<file path="src/core/pulse_capture_pkg.sv">
package pulse_capture_pkg;

	// ------------------------------------------------------------
	// Timing
	// ------------------------------------------------------------
	localparam int unsigned CLK_HZ          = 200_000_000;
	localparam int unsigned PERIPH_HZ       = 25_000_000;
	localparam int unsigned PERIPH_DIV      = CLK_HZ / PERIPH_HZ;
	localparam int unsigned COUNT_DIV       = 4;
	localparam int unsigned FILTER_SAMPLES  = 3;
	localparam int unsigned CNT_W           = 16;

	// ------------------------------------------------------------
	// Register map (word index = byte address / 4)
	// ------------------------------------------------------------
	localparam logic [3:0] ADDR_W           = 4'h4;
	localparam logic [ADDR_W-1:0] OFS_CTRL  = 4'h0;
	localparam logic [ADDR_W-1:0] OFS_COUNT = 4'h1;
	localparam logic [ADDR_W-1:0] OFS_CAPA  = 4'h2;
	localparam logic [ADDR_W-1:0] OFS_STAT  = 4'h3;
	localparam logic [ADDR_W-1:0] OFS_MASK  = 4'h4;
	localparam logic [ADDR_W-1:0] OFS_PIN   = 4'h5;

	localparam int unsigned BIT_START   = 0;
	localparam int unsigned BIT_CAPA    = 0;
	localparam int unsigned BIT_OVF     = 1;
	localparam int unsigned BIT_PIN     = 0;
	localparam int unsigned IRQ_W       = 2;

	localparam logic [IRQ_W-1:0] MASK_RESET = 2'h0;
	localparam logic [CNT_W-1:0] CNT_MAX    = 16'hFFFF;
	localparam logic [CNT_W-1:0] CNT_ZERO   = 16'h0000;

	typedef struct packed {
		logic [ADDR_W-1:0] addr;
		logic [31:0]       wdata;
		logic              wr;
		logic              rd;
	} bus_req_s;

endpackage

</file>
<file path="src/core/high_pulse_width_capture.sv">
// Summary of operation
// - Counter steps on each peripheral clock divided by four; peripheral clock 25 MHz.
// - Normal counting mode, register A used as input capture, no channel sync.
// - Capture input triggers on rising and falling edges.
// - Each capture into register A clears the counter to zero.
// - Noise filter on capture input samples at the undivided peripheral clock.
// - Counting starts only after software writes 1 to count-start bit.
// - Qualified edge copies counter, clears it, raises capture request together.
// - Counter wrapping past maximum raises an overflow request.
// - Overflow and capture requests drive separate lines; the interrupt controller ranks overflow above capture.
// - Capture clear coinciding with wrap wins; no overflow request then.
//
// The plain strobed port and the register offsets were chosen for this implementation.
module high_pulse_width_capture
	import pulse_capture_pkg::*;
#(
	parameter int unsigned DIV      = COUNT_DIV,
	parameter int unsigned FILT_LEN = FILTER_SAMPLES
) (
	input  wire logic              core_clk,
	input  wire logic              nrst,
	input  wire logic [ADDR_W-1:0] addr,
	input  wire logic [31:0]       wdata,
	input  wire logic              wr,
	input  wire logic              rd,
	output logic      [31:0]       rdata,
	input  wire logic              capture_in_a,
	output logic                   irq,
	output logic                   capture_a_irq,
	output logic                   overflow_irq
);

	// ------------------------------------------------------------
	// State
	// ------------------------------------------------------------
	typedef struct packed {
		logic [1:0]          pin_sync;
		logic [7:0]          pclk_cnt;
		logic [FILT_LEN-1:0] filt_shift;
		logic                filt_level;
		logic [7:0]          div_cnt;
		logic                run;
		logic [CNT_W-1:0]    timer_counter_value;
		logic [CNT_W-1:0]    capture_reg_a;
		logic [IRQ_W-1:0]    status;
		logic [IRQ_W-1:0]    mask;
		logic [31:0]         rdata;
	} state_s;

	state_s st;
	state_s next_st;

	bus_req_s req;
	logic     pclk_tick;
	logic     cnt_tick;
	logic     edge_seen;
	logic     wrap;
	logic [IRQ_W-1:0] set_bits;

	assign req = '{addr: addr, wdata: wdata, wr: wr, rd: rd};

	// ------------------------------------------------------------
	// Next state
	// ------------------------------------------------------------
	always_comb begin
		next_st = st;
		// Pin is asynchronous: two flops before any reader
		next_st.pin_sync = {st.pin_sync[0], capture_in_a};

		// Peripheral clock as an enable; 200 MHz / 8 = 25 MHz
		pclk_tick = (st.pclk_cnt == 8'(PERIPH_DIV - 1));
		next_st.pclk_cnt = pclk_tick ? 8'h00 : st.pclk_cnt + 8'h01;

		// Filter takes a level only after FILT_LEN equal samples
		edge_seen = 1'b0;
		if (pclk_tick) begin
			next_st.filt_shift = {st.filt_shift[FILT_LEN-2:0], st.pin_sync[1]};
			if (&next_st.filt_shift && !st.filt_level) begin
				next_st.filt_level = 1'b1;
				edge_seen = st.run;
			end else if (~|next_st.filt_shift && st.filt_level) begin
				next_st.filt_level = 1'b0;
				edge_seen = st.run;
			end
		end

		// Counter clock: peripheral clock divided by DIV
		cnt_tick = 1'b0;
		if (pclk_tick && st.run) begin
			if (st.div_cnt == 8'(DIV - 1)) begin
				next_st.div_cnt = 8'h00;
				cnt_tick = 1'b1;
			end else begin
				next_st.div_cnt = st.div_cnt + 8'h01;
			end
		end

		// Free-running normal mode, no sync with other channels
		wrap = 1'b0;
		if (edge_seen) begin
			next_st.capture_reg_a = st.timer_counter_value;
			next_st.timer_counter_value = CNT_ZERO;
			next_st.div_cnt = 8'h00;
		end else if (cnt_tick) begin
			wrap = (st.timer_counter_value == CNT_MAX);
			next_st.timer_counter_value = st.timer_counter_value + 16'h0001;
		end
		// Clear-on-capture suppresses wrap in the same cycle
		set_bits = '0;
		set_bits[BIT_CAPA] = edge_seen;
		set_bits[BIT_OVF] = wrap && !edge_seen;

		// Registers
		next_st.rdata = 32'h0000_0000;
		if (req.wr) begin
			unique case (req.addr)
				OFS_CTRL: next_st.run = req.wdata[BIT_START];
				OFS_MASK: next_st.mask = req.wdata[IRQ_W-1:0];
				default: ;
			endcase
		end
		// Write-one-to-clear; a set in the same cycle wins
		if (req.wr && req.addr == OFS_STAT)
			next_st.status = (st.status & ~req.wdata[IRQ_W-1:0]) | set_bits;
		else
			next_st.status = st.status | set_bits;
		if (req.rd) begin
			unique case (req.addr)
				OFS_CTRL:  next_st.rdata[BIT_START] = st.run;
				OFS_COUNT: next_st.rdata[CNT_W-1:0] = st.timer_counter_value;
				OFS_CAPA:  next_st.rdata[CNT_W-1:0] = st.capture_reg_a;
				OFS_STAT:  next_st.rdata[IRQ_W-1:0] = st.status;
				OFS_MASK:  next_st.rdata[IRQ_W-1:0] = st.mask;
				OFS_PIN:   next_st.rdata[BIT_PIN] = st.filt_level;
				default:   next_st.rdata = 32'h0000_0000;
			endcase
		end
	end

	always_ff @(posedge core_clk or negedge nrst) begin
		if (!nrst) begin
			st <= '0;
		end else begin
			st <= next_st;
		end
	end

	// ------------------------------------------------------------
	// Outputs
	// ------------------------------------------------------------
	assign rdata = st.rdata;
	// Separate lines let the interrupt controller rank overflow above capture
	assign capture_a_irq = st.status[BIT_CAPA] & st.mask[BIT_CAPA];
	assign overflow_irq  = st.status[BIT_OVF] & st.mask[BIT_OVF];
	assign irq = capture_a_irq | overflow_irq;

	// ------------------------------------------------------------
	// Checks
	// ------------------------------------------------------------
	a_capture_copies: assert property (@(posedge core_clk) disable iff (!nrst)
		edge_seen |=> st.capture_reg_a == $past(st.timer_counter_value) && st.timer_counter_value == CNT_ZERO
			&& st.status[BIT_CAPA])
		else $error("capture did not copy and clear");
	a_clear_beats_wrap: assert property (@(posedge core_clk) disable iff (!nrst)
		edge_seen && !st.status[BIT_OVF] && !(req.wr && req.addr == OFS_STAT) |=> !st.status[BIT_OVF])
		else $error("overflow raised on capture clear");
	a_wrap_sets_ovf: assert property (@(posedge core_clk) disable iff (!nrst)
		cnt_tick && !edge_seen && st.timer_counter_value == CNT_MAX |=> st.status[BIT_OVF]
			&& st.timer_counter_value == CNT_ZERO)
		else $error("wrap lost");
	a_stopped_holds: assert property (@(posedge core_clk) disable iff (!nrst)
		!st.run && !edge_seen |=> st.timer_counter_value == $past(st.timer_counter_value))
		else $error("counter moved while stopped");
	a_count_spacing: assert property (@(posedge core_clk) disable iff (!nrst)
		cnt_tick |=> !cnt_tick [*8])
		else $error("count ticks too close");
	a_status_sticky: assert property (@(posedge core_clk) disable iff (!nrst)
		st.status[BIT_CAPA] && !(req.wr && req.addr == OFS_STAT && req.wdata[BIT_CAPA])
			|=> st.status[BIT_CAPA])
		else $error("capture request lost");
	a_edge_filtered: assert property (@(posedge core_clk) disable iff (!nrst)
		edge_seen |-> pclk_tick && (&next_st.filt_shift || ~|next_st.filt_shift))
		else $error("unfiltered edge");
	a_both_edges: assert property (@(posedge core_clk) disable iff (!nrst)
		st.run && pclk_tick && (next_st.filt_level != st.filt_level) |-> edge_seen)
		else $error("edge not captured");

	// ------------------------------------------------------------
	// Timebase checks
	// ------------------------------------------------------------
	a_pclk_period: assert property (@(posedge core_clk) disable iff (!nrst)
		pclk_tick |=> !pclk_tick [*7])
		else $error("peripheral tick too early");
	a_tick_needs_run: assert property (@(posedge core_clk) disable iff (!nrst)
		cnt_tick |-> st.run && pclk_tick)
		else $error("count tick without run");
	// Wrap is checked separately, so compare modulo the counter width
	a_counter_steps: assert property (@(posedge core_clk) disable iff (!nrst)
		cnt_tick && !edge_seen |=> st.timer_counter_value == CNT_W'($past(st.timer_counter_value) + 16'h0001))
		else $error("counter did not step");
	a_no_capture_stopped: assert property (@(posedge core_clk) disable iff (!nrst)
		!st.run |-> !edge_seen)
		else $error("capture while stopped");
	a_run_write: assert property (@(posedge core_clk) disable iff (!nrst)
		req.wr && req.addr == OFS_CTRL |=> st.run == $past(req.wdata[BIT_START]))
		else $error("count start not taken");

	// ------------------------------------------------------------
	// Request flag checks
	// ------------------------------------------------------------
	a_ovf_only_wrap: assert property (@(posedge core_clk) disable iff (!nrst)
		!wrap && !st.status[BIT_OVF] |=> !st.status[BIT_OVF])
		else $error("overflow without wrap");
	a_ovf_sticky: assert property (@(posedge core_clk) disable iff (!nrst)
		st.status[BIT_OVF] && !(req.wr && req.addr == OFS_STAT && req.wdata[BIT_OVF])
			|=> st.status[BIT_OVF])
		else $error("overflow request lost");
	a_w1c_clears: assert property (@(posedge core_clk) disable iff (!nrst)
		req.wr && req.addr == OFS_STAT && req.wdata[BIT_CAPA] && !edge_seen |=> !st.status[BIT_CAPA])
		else $error("capture request not cleared");
	a_mask_write: assert property (@(posedge core_clk) disable iff (!nrst)
		req.wr && req.addr == OFS_MASK |=> st.mask == $past(req.wdata[IRQ_W-1:0]))
		else $error("mask not taken");

	// ------------------------------------------------------------
	// Read port checks
	// ------------------------------------------------------------
	// Read data must not linger, software relies on zero when idle
	a_rdata_idle: assert property (@(posedge core_clk) disable iff (!nrst)
		!req.rd |=> st.rdata == 32'h0000_0000)
		else $error("read data lingers");
	a_read_capa: assert property (@(posedge core_clk) disable iff (!nrst)
		req.rd && req.addr == OFS_CAPA |=> st.rdata[CNT_W-1:0] == $past(st.capture_reg_a))
		else $error("capture read wrong");

endmodule

</file>
<file path="config.mk">
export PLATFORM = sky130hd
export DESIGN_NAME = high_pulse_width_capture
export DESIGN_NICKNAME = d
export VERILOG_FILES = /design/src/core/pulse_capture_pkg.sv /design/src/core/high_pulse_width_capture.sv
export SDC_FILE = /design/constraint.sdc
export NUM_CORES = 1
export LEC_CHECK = 0
export BUFFER_PORTS_ARGS = -buffer_cell sky130_fd_sc_hd__buf_4
export CAP_MARGIN = 30
export CORE_MARGIN = 4
export CORE_UTILIZATION = 59
export DETAILED_ROUTE_END_ITERATION = 12
export PLACE_DENSITY_LB_ADDON = 0.15
export SLEW_MARGIN = 30
export SYNTH_ARGS = -nofsm -noshare
export SYNTH_HDL_FRONTEND = slang
export SYNTH_SLANG_ARGS = --single-unit
</file>
<file path="constraint.sdc">
create_clock -name core_clk -period 3.28 [get_ports core_clk]
set_input_delay 0.492 -clock core_clk [delete_from_list [all_inputs] [get_ports core_clk]]
set_output_delay 0.492 -clock core_clk [all_outputs]
set_load 0.02 [all_outputs]
</file>
==> results of run 1 <==
[registers in the layout, indices dropped and copies added (netlist names)]
name     cells
rdata       16
next_st      1
st          57
[logic make-up after synthesis]
family	count (synthesis)
and+or+nand+nor	177
buffers and inverters	50
DFF	74
adders and majority gates	3
AOI/OAI and AO/OA	47
other	1
xor gates and xnor gates	17
muxes	8
[layout make-up]
| type | instances | area share (%) |
|---|---|---|
| tap | 75 | 2.34 |
| clock buffer | 11 | 3.53 |
| multi-input combinational | 268 | 39.5 |
| clock inverter | 5 | 1.34 |
| inverter | 6 | 0.562 |
| sequential | 74 | 46.2 |
| timing repair buffer | 34 | 6.46 |
[power breakdown]
group	total, mW	leakage (nW)	internal (mW)	switching [mW]
Sequential	0.985	1.01	0.945	0.0403
Combinational	0.203	0.730	0.0786	0.124
Clock	0.698	0.103	0.370	0.328
[worst max path at each step]
stage	start	endpoint	slack [ns]
finish	st[81]$_DFF_PN0_	st[53]$_DFFE_PN0P_	0.87
detailed placement	st[81]$_DFF_PN0_	st[53]$_DFFE_PN0P_	0.89
CTS	st[81]$_DFF_PN0_	st[53]$_DFFE_PN0P_	0.87
floorplan	st[78]$_DFFE_PN0N_	st[61]$_DFFE_PN0P_	1.26
global placement	st[81]$_DFF_PN0_	st[53]$_DFFE_PN0P_	0.92
global route	st[81]$_DFF_PN0_	st[39]$_DFFE_PN0P_	0.70
[through the flow]
step           cell area [sq um]  setup WS (ns)  power [mW]
2_1_floorplan               3770           1.26        1.14
3_3_place_gp                3810          0.916        1.20
3_5_place_dp                3810          0.894        1.21
4_1_cts                     4000          0.866        1.90
5_1_grt                     4010          0.703        1.98
6_report                    4010          0.872        1.89
[critical path, cell delays in order (launching register included)]
cell and delay, ns:
sky130_fd_sc_hd__dfrtp_1 0.37, sky130_fd_sc_hd__ha_1 0.25, sky130_fd_sc_hd__nand4bb_1 0.24, sky130_fd_sc_hd__nor4b_1 0.52, sky130_fd_sc_hd__nand2_1 0.58, sky130_fd_sc_hd__nand3_1 0.23, sky130_fd_sc_hd__o21ai_0 0.10
[synthesized netlist by cell type (4+ instances only)]
master                     count
sky130_fd_sc_hd__buf_4        32
sky130_fd_sc_hd__o21ai_0      12
sky130_fd_sc_hd__xnor2_1      14
sky130_fd_sc_hd__or4_1         5
sky130_fd_sc_hd__nand3_1      18
sky130_fd_sc_hd__nor2b_1      14
sky130_fd_sc_hd__nand4_1       4
sky130_fd_sc_hd__dfrtp_1      74
sky130_fd_sc_hd__nor3_1        4
sky130_fd_sc_hd__nand2_1      68
sky130_fd_sc_hd__nor2_1       27
sky130_fd_sc_hd__a21oi_1       6
sky130_fd_sc_hd__nor4_1        6
sky130_fd_sc_hd__clkbuf_1      8
sky130_fd_sc_hd__o31ai_1      10
sky130_fd_sc_hd__a22oi_1      14
sky130_fd_sc_hd__mux2_2        4
sky130_fd_sc_hd__inv_1         6
sky130_fd_sc_hd__and2_1        4
[metal layers]
metal	routed length, microns	up-vias	share of wire (%)	track usage (%)
li1	-	1290	-	-
met1	3140	1264	45	26.2
met2	3340	55	48	32.3
met3	336	10	4.9	5.11
met4	85	0	1.2	6.69
met5	0	-	0	0
==> report_table.html, run 1 <==
<table>
<tr><th>Metric</th><th>Value</th></tr>
<tr><th colspan="2">Status</th></tr>
<tr><td>Outcome</td><td>completed</td></tr>
<tr><th colspan="2">Logic synthesis</th></tr>
<tr><td>Simple-Gate Fraction of Synth Area</td><td>24.5%</td></tr>
<tr><td>Post-synthesis instance area</td><td>0.00372 sq mm</td></tr>
<tr><td>Share of the synthesized area in the top cell type</td><td>49.8%</td></tr>
<tr><td>Count of flip-flops with a built-in enable after synthesis</td><td>0</td></tr>
<tr><td>Mean cell area of the mapped netlist</td><td>9.86 sq um</td></tr>
<tr><td>Number of synthesized register bits</td><td>74</td></tr>
<tr><td>Proportion of synthesized flip-flops having asynchronous set or reset</td><td>100%</td></tr>
<tr><td>Largest family of logic cells by synthesized area</td><td>simple AND/OR/NAND/NOR gates</td></tr>
<tr><td>Fraction of the mapped netlist area in compound gates</td><td>8.71%</td></tr>
<tr><td>Top FF cell, synth</td><td>sky130_fd_sc_hd__dfrtp_1</td></tr>
<tr><td>Largest area contributor in the netlist</td><td>sky130_fd_sc_hd__dfrtp_1</td></tr>
<tr><td>Post-synthesis share of cell area spent on xor and xnor gates</td><td>4.00%</td></tr>
<tr><td>Sequential-to-total area share from yosys stat</td><td>49.8%</td></tr>
<tr><td>Synthesized netlist cell count</td><td>377</td></tr>
<tr><td>Share of cell area taken by muxes after synthesis</td><td>2.62%</td></tr>
<tr><td>Unique cell type count in the Yosys netlist</td><td>47</td></tr>
<tr><td>YS warnings</td><td>0</td></tr>
<tr><td>Largest cells by area after synthesis</td><td>sky130_fd_sc_hd__dfrtp_1 (50%), sky130_fd_sc_hd__nand2_1 (6.9%), sky130_fd_sc_hd__buf_4 (6.5%)</td></tr>
<tr><td>Adder-cell share of the synthesized area</td><td>1.01%</td></tr>
<tr><th colspan="2">Critical path</th></tr>
<tr><td>Start of the worst register-to-register path</td><td>st[81]$_DFF_PN0_</td></tr>
<tr><td>Register-to-register setup slack</td><td>0.87 ns</td></tr>
<tr><td>Capturing element type of the critical path</td><td>flip-flop</td></tr>
<tr><td>Type of the setup path with the least slack</td><td>flip-flop to flip-flop</td></tr>
<tr><td>R2R depth</td><td>6</td></tr>
<tr><td>Crit path arrival time</td><td>2.63 ns</td></tr>
<tr><td>Startpoint type of the worst setup path</td><td>flip-flop</td></tr>
<tr><td>Data required time at the worst endpoint</td><td>3.51 ns</td></tr>
<tr><td>Reg-to-reg critical path endpoint</td><td>st[53]$_DFFE_PN0P_</td></tr>
<tr><td>Maximum fanout along the worst path</td><td>19</td></tr>
<tr><th colspan="2">Placement</th></tr>
<tr><td>Quantity of I/O buffers inserted on ports</td><td>29</td></tr>
<tr><td>Detailed placement HPWL</td><td>4.70 mm</td></tr>
<tr><td>Number of placed instances with taps included</td><td>457</td></tr>
<tr><td>Placer Congestion</td><td>0.815</td></tr>
<tr><th colspan="2">Global route</th></tr>
<tr><td>Maximum number of pins on one net before global-route repair</td><td>75</td></tr>
<tr><td>First-pass GRT wire length</td><td>12.0 mm</td></tr>
<tr><td>Number of global-route vias before repair</td><td>2548</td></tr>
<tr><td>Aggregate global-route resource usage</td><td>20.0%</td></tr>
<tr><td>Antenna violations before repair</td><td>0</td></tr>
<tr><td>Gr ovfl total</td><td>0</td></tr>
<tr><th colspan="2">Timing</th></tr>
<tr><td>Period Utilization, post-route</td><td>73.4%</td></tr>
<tr><td>Worst clock skew</td><td>0.00745 ns</td></tr>
<tr><td>Setup TNS after final layout</td><td>0 ns</td></tr>
<tr><td>Final slew viol count</td><td>0</td></tr>
<tr><td>Worst hold-check slack</td><td>0.151 ns</td></tr>
<tr><td>Transition at the pin with the smallest max-transition slack</td><td>0.773 ns</td></tr>
<tr><td>Final hold violation count</td><td>0</td></tr>
<tr><td>Fin crit period</td><td>2.41 ns</td></tr>
<tr><td>Max Clock Freq</td><td>415 MHz</td></tr>
<tr><td>Relative max-transition margin</td><td>48.5%</td></tr>
<tr><td>RSZ-0062 raised after global routing</td><td>no</td></tr>
<tr><td>Final number of setup-violating endpoints</td><td>0</td></tr>
<tr><th colspan="2">Routing</th></tr>
<tr><td>Post-DR wirelength/cell</td><td>14.6 microns</td></tr>
<tr><td>Vias after detailed routing</td><td>2619</td></tr>
<tr><td>Via-per-instance ratio</td><td>5.54</td></tr>
<tr><td>Total wire length</td><td>6.90 mm</td></tr>
<tr><td>Detailed router's first-iteration violation count</td><td>190</td></tr>
<tr><td>Number of search-and-repair iterations in the first detailed-routing pass</td><td>4</td></tr>
<tr><td>Routed Antenna Nets</td><td>0</td></tr>
<tr><td>DR DRC count</td><td>0</td></tr>
<tr><th colspan="2">Clocking</th></tr>
<tr><td>Clock transition at the register clock pins on the worst setup and hold paths after CTS</td><td>0.07 ns</td></tr>
<tr><td>Post-CTS setup buffer count</td><td>0</td></tr>
<tr><td>TritonCTS clock tree</td><td>yes</td></tr>
<tr><td>Sink count of the clock tree</td><td>74</td></tr>
<tr><td>Number of resized instances in the post-cts repair step</td><td>0</td></tr>
<tr><td>Clock latency on the worst-skew pair</td><td>0.35 ns</td></tr>
<tr><td>Number of hold-repair buffers added at the cts stage</td><td>0</td></tr>
<tr><td>Level count of the clock H-tree</td><td>3</td></tr>
<tr><td>Total CTS buffers</td><td>9</td></tr>
<tr><td>Maximum root-to-sink buffer count</td><td>2</td></tr>
<tr><td>Root buffer cell</td><td>sky130_fd_sc_hd__clkbuf_8</td></tr>
<tr><th colspan="2">Layout</th></tr>
<tr><td>Most common cell after layout, fill and taps aside</td><td>sky130_fd_sc_hd__dfrtp_1</td></tr>
<tr><td>Diodes inserted</td><td>0</td></tr>
<tr><td>Area Growth Syn to Fin</td><td>7.74%</td></tr>
<tr><td>Footprint of the multi-input gates</td><td>0.00158 sq mm</td></tr>
<tr><td>Number of non-filler instances in the completed layout</td><td>473</td></tr>
<tr><td>Number of nets in the layout</td><td>437</td></tr>
<tr><td>Commonest cells after routing, fill and taps aside</td><td>sky130_fd_sc_hd__dfrtp_1 (74), sky130_fd_sc_hd__nand2_1 (68), sky130_fd_sc_hd__buf_4 (33)</td></tr>
<tr><td>Footprint of the flip-flops and latches</td><td>0.00185 sq mm</td></tr>
<tr><td>Filler Cell Count</td><td>504</td></tr>
<tr><td>Layout cell share with drive strength beyond 1</td><td>16.6%</td></tr>
<tr><td>Utilization after layout</td><td>66.5%</td></tr>
<tr><th colspan="2">Floorplan</th></tr>
<tr><td>Die width</td><td>87.4 microns</td></tr>
<tr><td>Initial core utilization</td><td>61.7%</td></tr>
<tr><td>Die Outline Area</td><td>0.00764 sq mm</td></tr>
<tr><td>Standard-cell rows</td><td>28</td></tr>
<tr><td>Count of boundary I/O pins</td><td>76</td></tr>
<tr><td>Die height</td><td>87.4 microns</td></tr>
<tr><td>Standard cell core area</td><td>0.00603 sq mm</td></tr>
<tr><th colspan="2">Job</th></tr>
<tr><td>MaxCap Viol Count</td><td>0</td></tr>
<tr><th colspan="2">Pwr</th></tr>
<tr><td>PwrDens</td><td>471 mW/mm^2</td></tr>
<tr><td>Leak pwr</td><td>1.84 nW</td></tr>
<tr><td>VDD IR max</td><td>0.347 mV</td></tr>
<tr><th colspan="2">Hold path</th></tr>
<tr><td>HP Class</td><td>primary input to asynchronous set/reset pin</td></tr>
</table>
Power figures use the tool's default switching activity.
==> run 2: changes to the inputs <==
--- a/config.mk
+++ b/config.mk
@@ -8,7 +8,7 @@
 export BUFFER_PORTS_ARGS = -buffer_cell sky130_fd_sc_hd__buf_4
 export CAP_MARGIN = 30
 export CORE_MARGIN = 4
-export CORE_UTILIZATION = 59
+export CORE_UTILIZATION = 50
 export DETAILED_ROUTE_END_ITERATION = 12
 export PLACE_DENSITY_LB_ADDON = 0.15
 export SLEW_MARGIN = 30
==> constraint.sdc (replaced) <==
create_clock -name core_clk -period 1.9 [get_ports core_clk]
set_input_delay 0.285 -clock core_clk [delete_from_list [all_inputs] [get_ports core_clk]]
set_output_delay 0.285 -clock core_clk [all_outputs]
set_load 0.02 [all_outputs]
==> report_table.html, run 2 (synthesis results as in run 1) <==
<table>
<tr><th>Metric</th><th>Value</th></tr>
<tr><th colspan="2">Placement</th></tr>
<tr><td>Placer Congestion</td><td>0.841 (+3.1%)</td></tr>
<tr><td>Quantity of I/O buffers inserted on ports</td><td>29 (unchanged)</td></tr>
<tr><td>Pre-CTS setup slack</td><td>-0.0619 ns (-0.956 ns)</td></tr>
<tr><td>Detailed placement HPWL</td><td>5.23 mm (+11%)</td></tr>
<tr><th colspan="2">Floorplan</th></tr>
<tr><td>Count of boundary I/O pins</td><td>76 (unchanged)</td></tr>
<tr><td>Die Outline Area</td><td>0.00888 sq mm (+16%)</td></tr>
<tr><td>Die height</td><td>94.2 microns (+7.8%)</td></tr>
<tr><td>Initial core utilization</td><td>51.3% (-10 points)</td></tr>
<tr><td>Standard cell core area</td><td>0.00725 sq mm (+20%)</td></tr>
<tr><td>Die width</td><td>94.2 microns (+7.8%)</td></tr>
<tr><td>Standard-cell rows</td><td>31 (+11%)</td></tr>
<tr><th colspan="2">Timing</th></tr>
<tr><td>Final slew viol count</td><td>0 (unchanged)</td></tr>
<tr><td>Max Clock Freq</td><td>508 MHz (+22%)</td></tr>
<tr><td>Period Utilization, post-route</td><td>104% (+30 points)</td></tr>
<tr><td>Final number of setup-violating endpoints</td><td>6 (+6)</td></tr>
<tr><td>Fin crit period</td><td>1.97 ns (-0.438 ns)</td></tr>
<tr><td>RSZ-0062 raised after global routing</td><td>yes</td></tr>
<tr><td>Setup slack of the critical path after layout</td><td>-0.0693 ns (-0.942 ns)</td></tr>
<tr><td>Worst clock skew</td><td>0.00800 ns (+0.000550 ns)</td></tr>
<tr><td>Final hold violation count</td><td>0 (unchanged)</td></tr>
<tr><th colspan="2">Layout</th></tr>
<tr><td>Top register by number of flip-flops</td><td>st</td></tr>
<tr><td>Commonest cells after routing, fill and taps aside</td><td>sky130_fd_sc_hd__dfrtp_1 (74), sky130_fd_sc_hd__nand2_1 (64), sky130_fd_sc_hd__buf_4 (59)</td></tr>
<tr><td>Diodes inserted</td><td>0 (unchanged)</td></tr>
<tr><td>Layout cell share with drive strength beyond 1</td><td>27.8% (+11 points)</td></tr>
<tr><td>Number of nets in the layout</td><td>470 (+7.6%)</td></tr>
<tr><td>Area Growth Syn to Fin</td><td>20.1%</td></tr>
<tr><td>Largest register FFs</td><td>57 (unchanged)</td></tr>
<tr><td>Utilization after layout</td><td>61.6% (-4.9 points)</td></tr>
<tr><td>Most common cell after layout, fill and taps aside</td><td>sky130_fd_sc_hd__dfrtp_1</td></tr>
<tr><th colspan="2">Critical path</th></tr>
<tr><td>Last element of the critical path</td><td>st[61]$_DFFE_PN0P_</td></tr>
<tr><td>Type of the setup path with the least slack</td><td>flip-flop to flip-flop</td></tr>
<tr><td>Maximum fanout along the worst path</td><td>8 (-11)</td></tr>
<tr><td>Crit path arrival time</td><td>2.24 ns (-0.39 ns)</td></tr>
<tr><td>Reg-to-reg critical path endpoint</td><td>st[61]$_DFFE_PN0P_</td></tr>
<tr><td>Data required time at the worst endpoint</td><td>2.17 ns (-1.34 ns)</td></tr>
<tr><td>Start of the worst register-to-register path</td><td>st[78]$_DFFE_PN0N_</td></tr>
<tr><td>Capturing element type of the critical path</td><td>flip-flop</td></tr>
<tr><td>Cell with the biggest individual delay on the critical path</td><td>sky130_fd_sc_hd__or4b_4</td></tr>
<tr><td>Register-to-register setup slack</td><td>-0.07 ns (-0.94 ns)</td></tr>
<tr><td>Max incr delay on CP</td><td>0.57 ns (about the same)</td></tr>
<tr><td>R2R depth</td><td>5 (-1)</td></tr>
<tr><td>Startpoint type of the worst setup path</td><td>flip-flop</td></tr>
<tr><td>Timing startpoint of the critical path</td><td>st[78]$_DFFE_PN0N_</td></tr>
<tr><td>Worst path cell trace</td><td>or4b_4, and2_4, a21o_4, or4_1, a21oi_2</td></tr>
<tr><th colspan="2">Routing</th></tr>
<tr><td>Post-DR wirelength/cell</td><td>14.1 microns (-3.1%)</td></tr>
<tr><td>DR DRC count</td><td>0 (unchanged)</td></tr>
<tr><td>Detailed router's first-iteration violation count</td><td>183 (-3.7%)</td></tr>
<tr><td>Routed Antenna Nets</td><td>0 (unchanged)</td></tr>
<tr><td>Via-per-instance ratio</td><td>5.22 (-5.7%)</td></tr>
<tr><td>Vias after detailed routing</td><td>2767 (+5.7%)</td></tr>
<tr><td>Number of search-and-repair iterations in the first detailed-routing pass</td><td>6 (+2)</td></tr>
<tr><td>Total wire length</td><td>7.49 mm (+8.6%)</td></tr>
<tr><th colspan="2">Hold path</th></tr>
<tr><td>HP Class</td><td>primary input to flip-flop</td></tr>
<tr><th colspan="2">Status</th></tr>
<tr><td>Violated checks</td><td>setup timing</td></tr>
<tr><td>Outcome</td><td>finished with violations</td></tr>
<tr><th colspan="2">Global route</th></tr>
<tr><td>Number of global-route vias before repair</td><td>2720 (+6.8%)</td></tr>
<tr><td>Maximum number of pins on one net before global-route repair</td><td>48 (-36%)</td></tr>
<tr><td>Aggregate global-route resource usage</td><td>18.2% (-1.8 points)</td></tr>
<tr><td>First-pass GRT wire length</td><td>12.6 mm (+4.9%)</td></tr>
<tr><td>Antenna violations before repair</td><td>0 (unchanged)</td></tr>
<tr><td>Gr ovfl total</td><td>0 (unchanged)</td></tr>
<tr><th colspan="2">Clocking</th></tr>
<tr><td>Total CTS buffers</td><td>9 (unchanged)</td></tr>
<tr><td>TritonCTS clock tree</td><td>yes</td></tr>
<tr><td>Level count of the clock H-tree</td><td>3 (unchanged)</td></tr>
<tr><td>Maximum root-to-sink buffer count</td><td>2 (unchanged)</td></tr>
<tr><td>Root buffer cell</td><td>sky130_fd_sc_hd__clkbuf_8</td></tr>
<tr><td>Sink count of the clock tree</td><td>74 (unchanged)</td></tr>
<tr><td>Clock latency on the worst-skew pair</td><td>0.34 ns (about the same)</td></tr>
<tr><td>Clock transition at the register clock pins on the worst setup and hold paths after CTS</td><td>0.08 ns (about the same)</td></tr>
<tr><th colspan="2">Pwr</th></tr>
<tr><td>Int Power</td><td>2.45 mW (+76%)</td></tr>
<tr><td>VDD IR max</td><td>0.531 mV (+53%)</td></tr>
<tr><td>Leak pwr</td><td>2.05 nW (+11%)</td></tr>
<tr><td>Switching power summed over all nets</td><td>0.883 mW (+79%)</td></tr>
<tr><td>Share of total power in the clock network</td><td>36.9% (about the same)</td></tr>
<tr><td>Share of total power in combinational logic</td><td>12.2% (+1.4 points)</td></tr>
<tr><td>Sequential cell fraction of total power</td><td>50.9% (-1.3 points)</td></tr>
<tr><td>PwrDens</td><td>745 mW/mm^2 (+58%)</td></tr>
<tr><td>Switching Share</td><td>26.5% (+0.41 points)</td></tr>
<tr><th colspan="2">Job</th></tr>
<tr><td>MaxCap Viol Count</td><td>0 (unchanged)</td></tr>
</table>
## run 2: worst min path at each step
stage	start	slack, ns	cells past startpoint	to
global placement	nrst	0.23	1	rdata[2]$_DFF_PN0_
finish	capture_in_a	0.04	1	next_st[90]$_DFF_PN0_
CTS	capture_in_a	0.02	1	next_st[90]$_DFF_PN0_
floorplan	nrst	-0.01	0	next_st[90]$_DFF_PN0_
detailed placement	nrst	0.23	1	st[38]$_DFFE_PN0P_
global route	capture_in_a	0.02	1	next_st[90]$_DFF_PN0_
## run 2: repair_timing
action                     CTS  global route
hold endpoints to repair    27             0
hold buffers                 1             0
resized for setup            8            21
pin swaps                    3             2
setup endpoints to repair    7            32
setup buffers                0             2
gates cloned                 0             2
## run 2: metrics by stage
step                      cell area, sq um  TNS [ns]  std cells  hold WS [ns]  total power, mW
after CTS                             4320    -0.320        526        0.0235             3.37
after floorplan                       3770    -0.329        392       -0.0106             1.97
after global routing                  4470    -0.939        530        0.0246             3.51
after global placement                4070    -0.164        509         0.233             2.11
after detailed placement              4070    -0.256        509         0.232             2.12
final                                 4470    -0.322        530        0.0427             3.33
## run 2: layout make-up
class | count | area, sq um
Tap cell | 99 | 124
Inverter | 6 | 22.5
Multi-Input combinational cell | 268 | 1680
Sequential cell | 74 | 1850
Fill cell | 617 | 2790
Clock inverter | 6 | 65.1
Timing Repair Buffer | 67 | 589
Clock buffer | 10 | 138
## run 2: worst max-delay path, delay by kind of cell (launching register included)
kind / cells / cell delay (ns)
and+or+nand+nor: 3 / 1.16
DFF: 1 / 0.38
AOI/OAI and AO/OA: 2 / 0.35
## run 2: metal layers
| metal | track usage, % | part of all wire [%] |
|---|---|---|
| met1 | 22.3 | 44 |
| met3 | 3.69 | 3.6 |
| met2 | 30.9 | 51 |
| met5 | 0 | 0 |
| met4 | 7.94 | 1.6 |
## run 2: power by group through the flow
| stage | Clock [mW] | Sequential, mW | Combinational, mW |
|---|---|---|---|
| after global placement | 0 | 1.72 | 0.394 |
| after floorplan | 0 | 1.71 | 0.260 |
| after CTS | 1.28 | 1.69 | 0.405 |
| after detailed placement | 0 | 1.72 | 0.400 |
| after global routing | 1.35 | 1.70 | 0.461 |
| final | 1.23 | 1.69 | 0.408 |
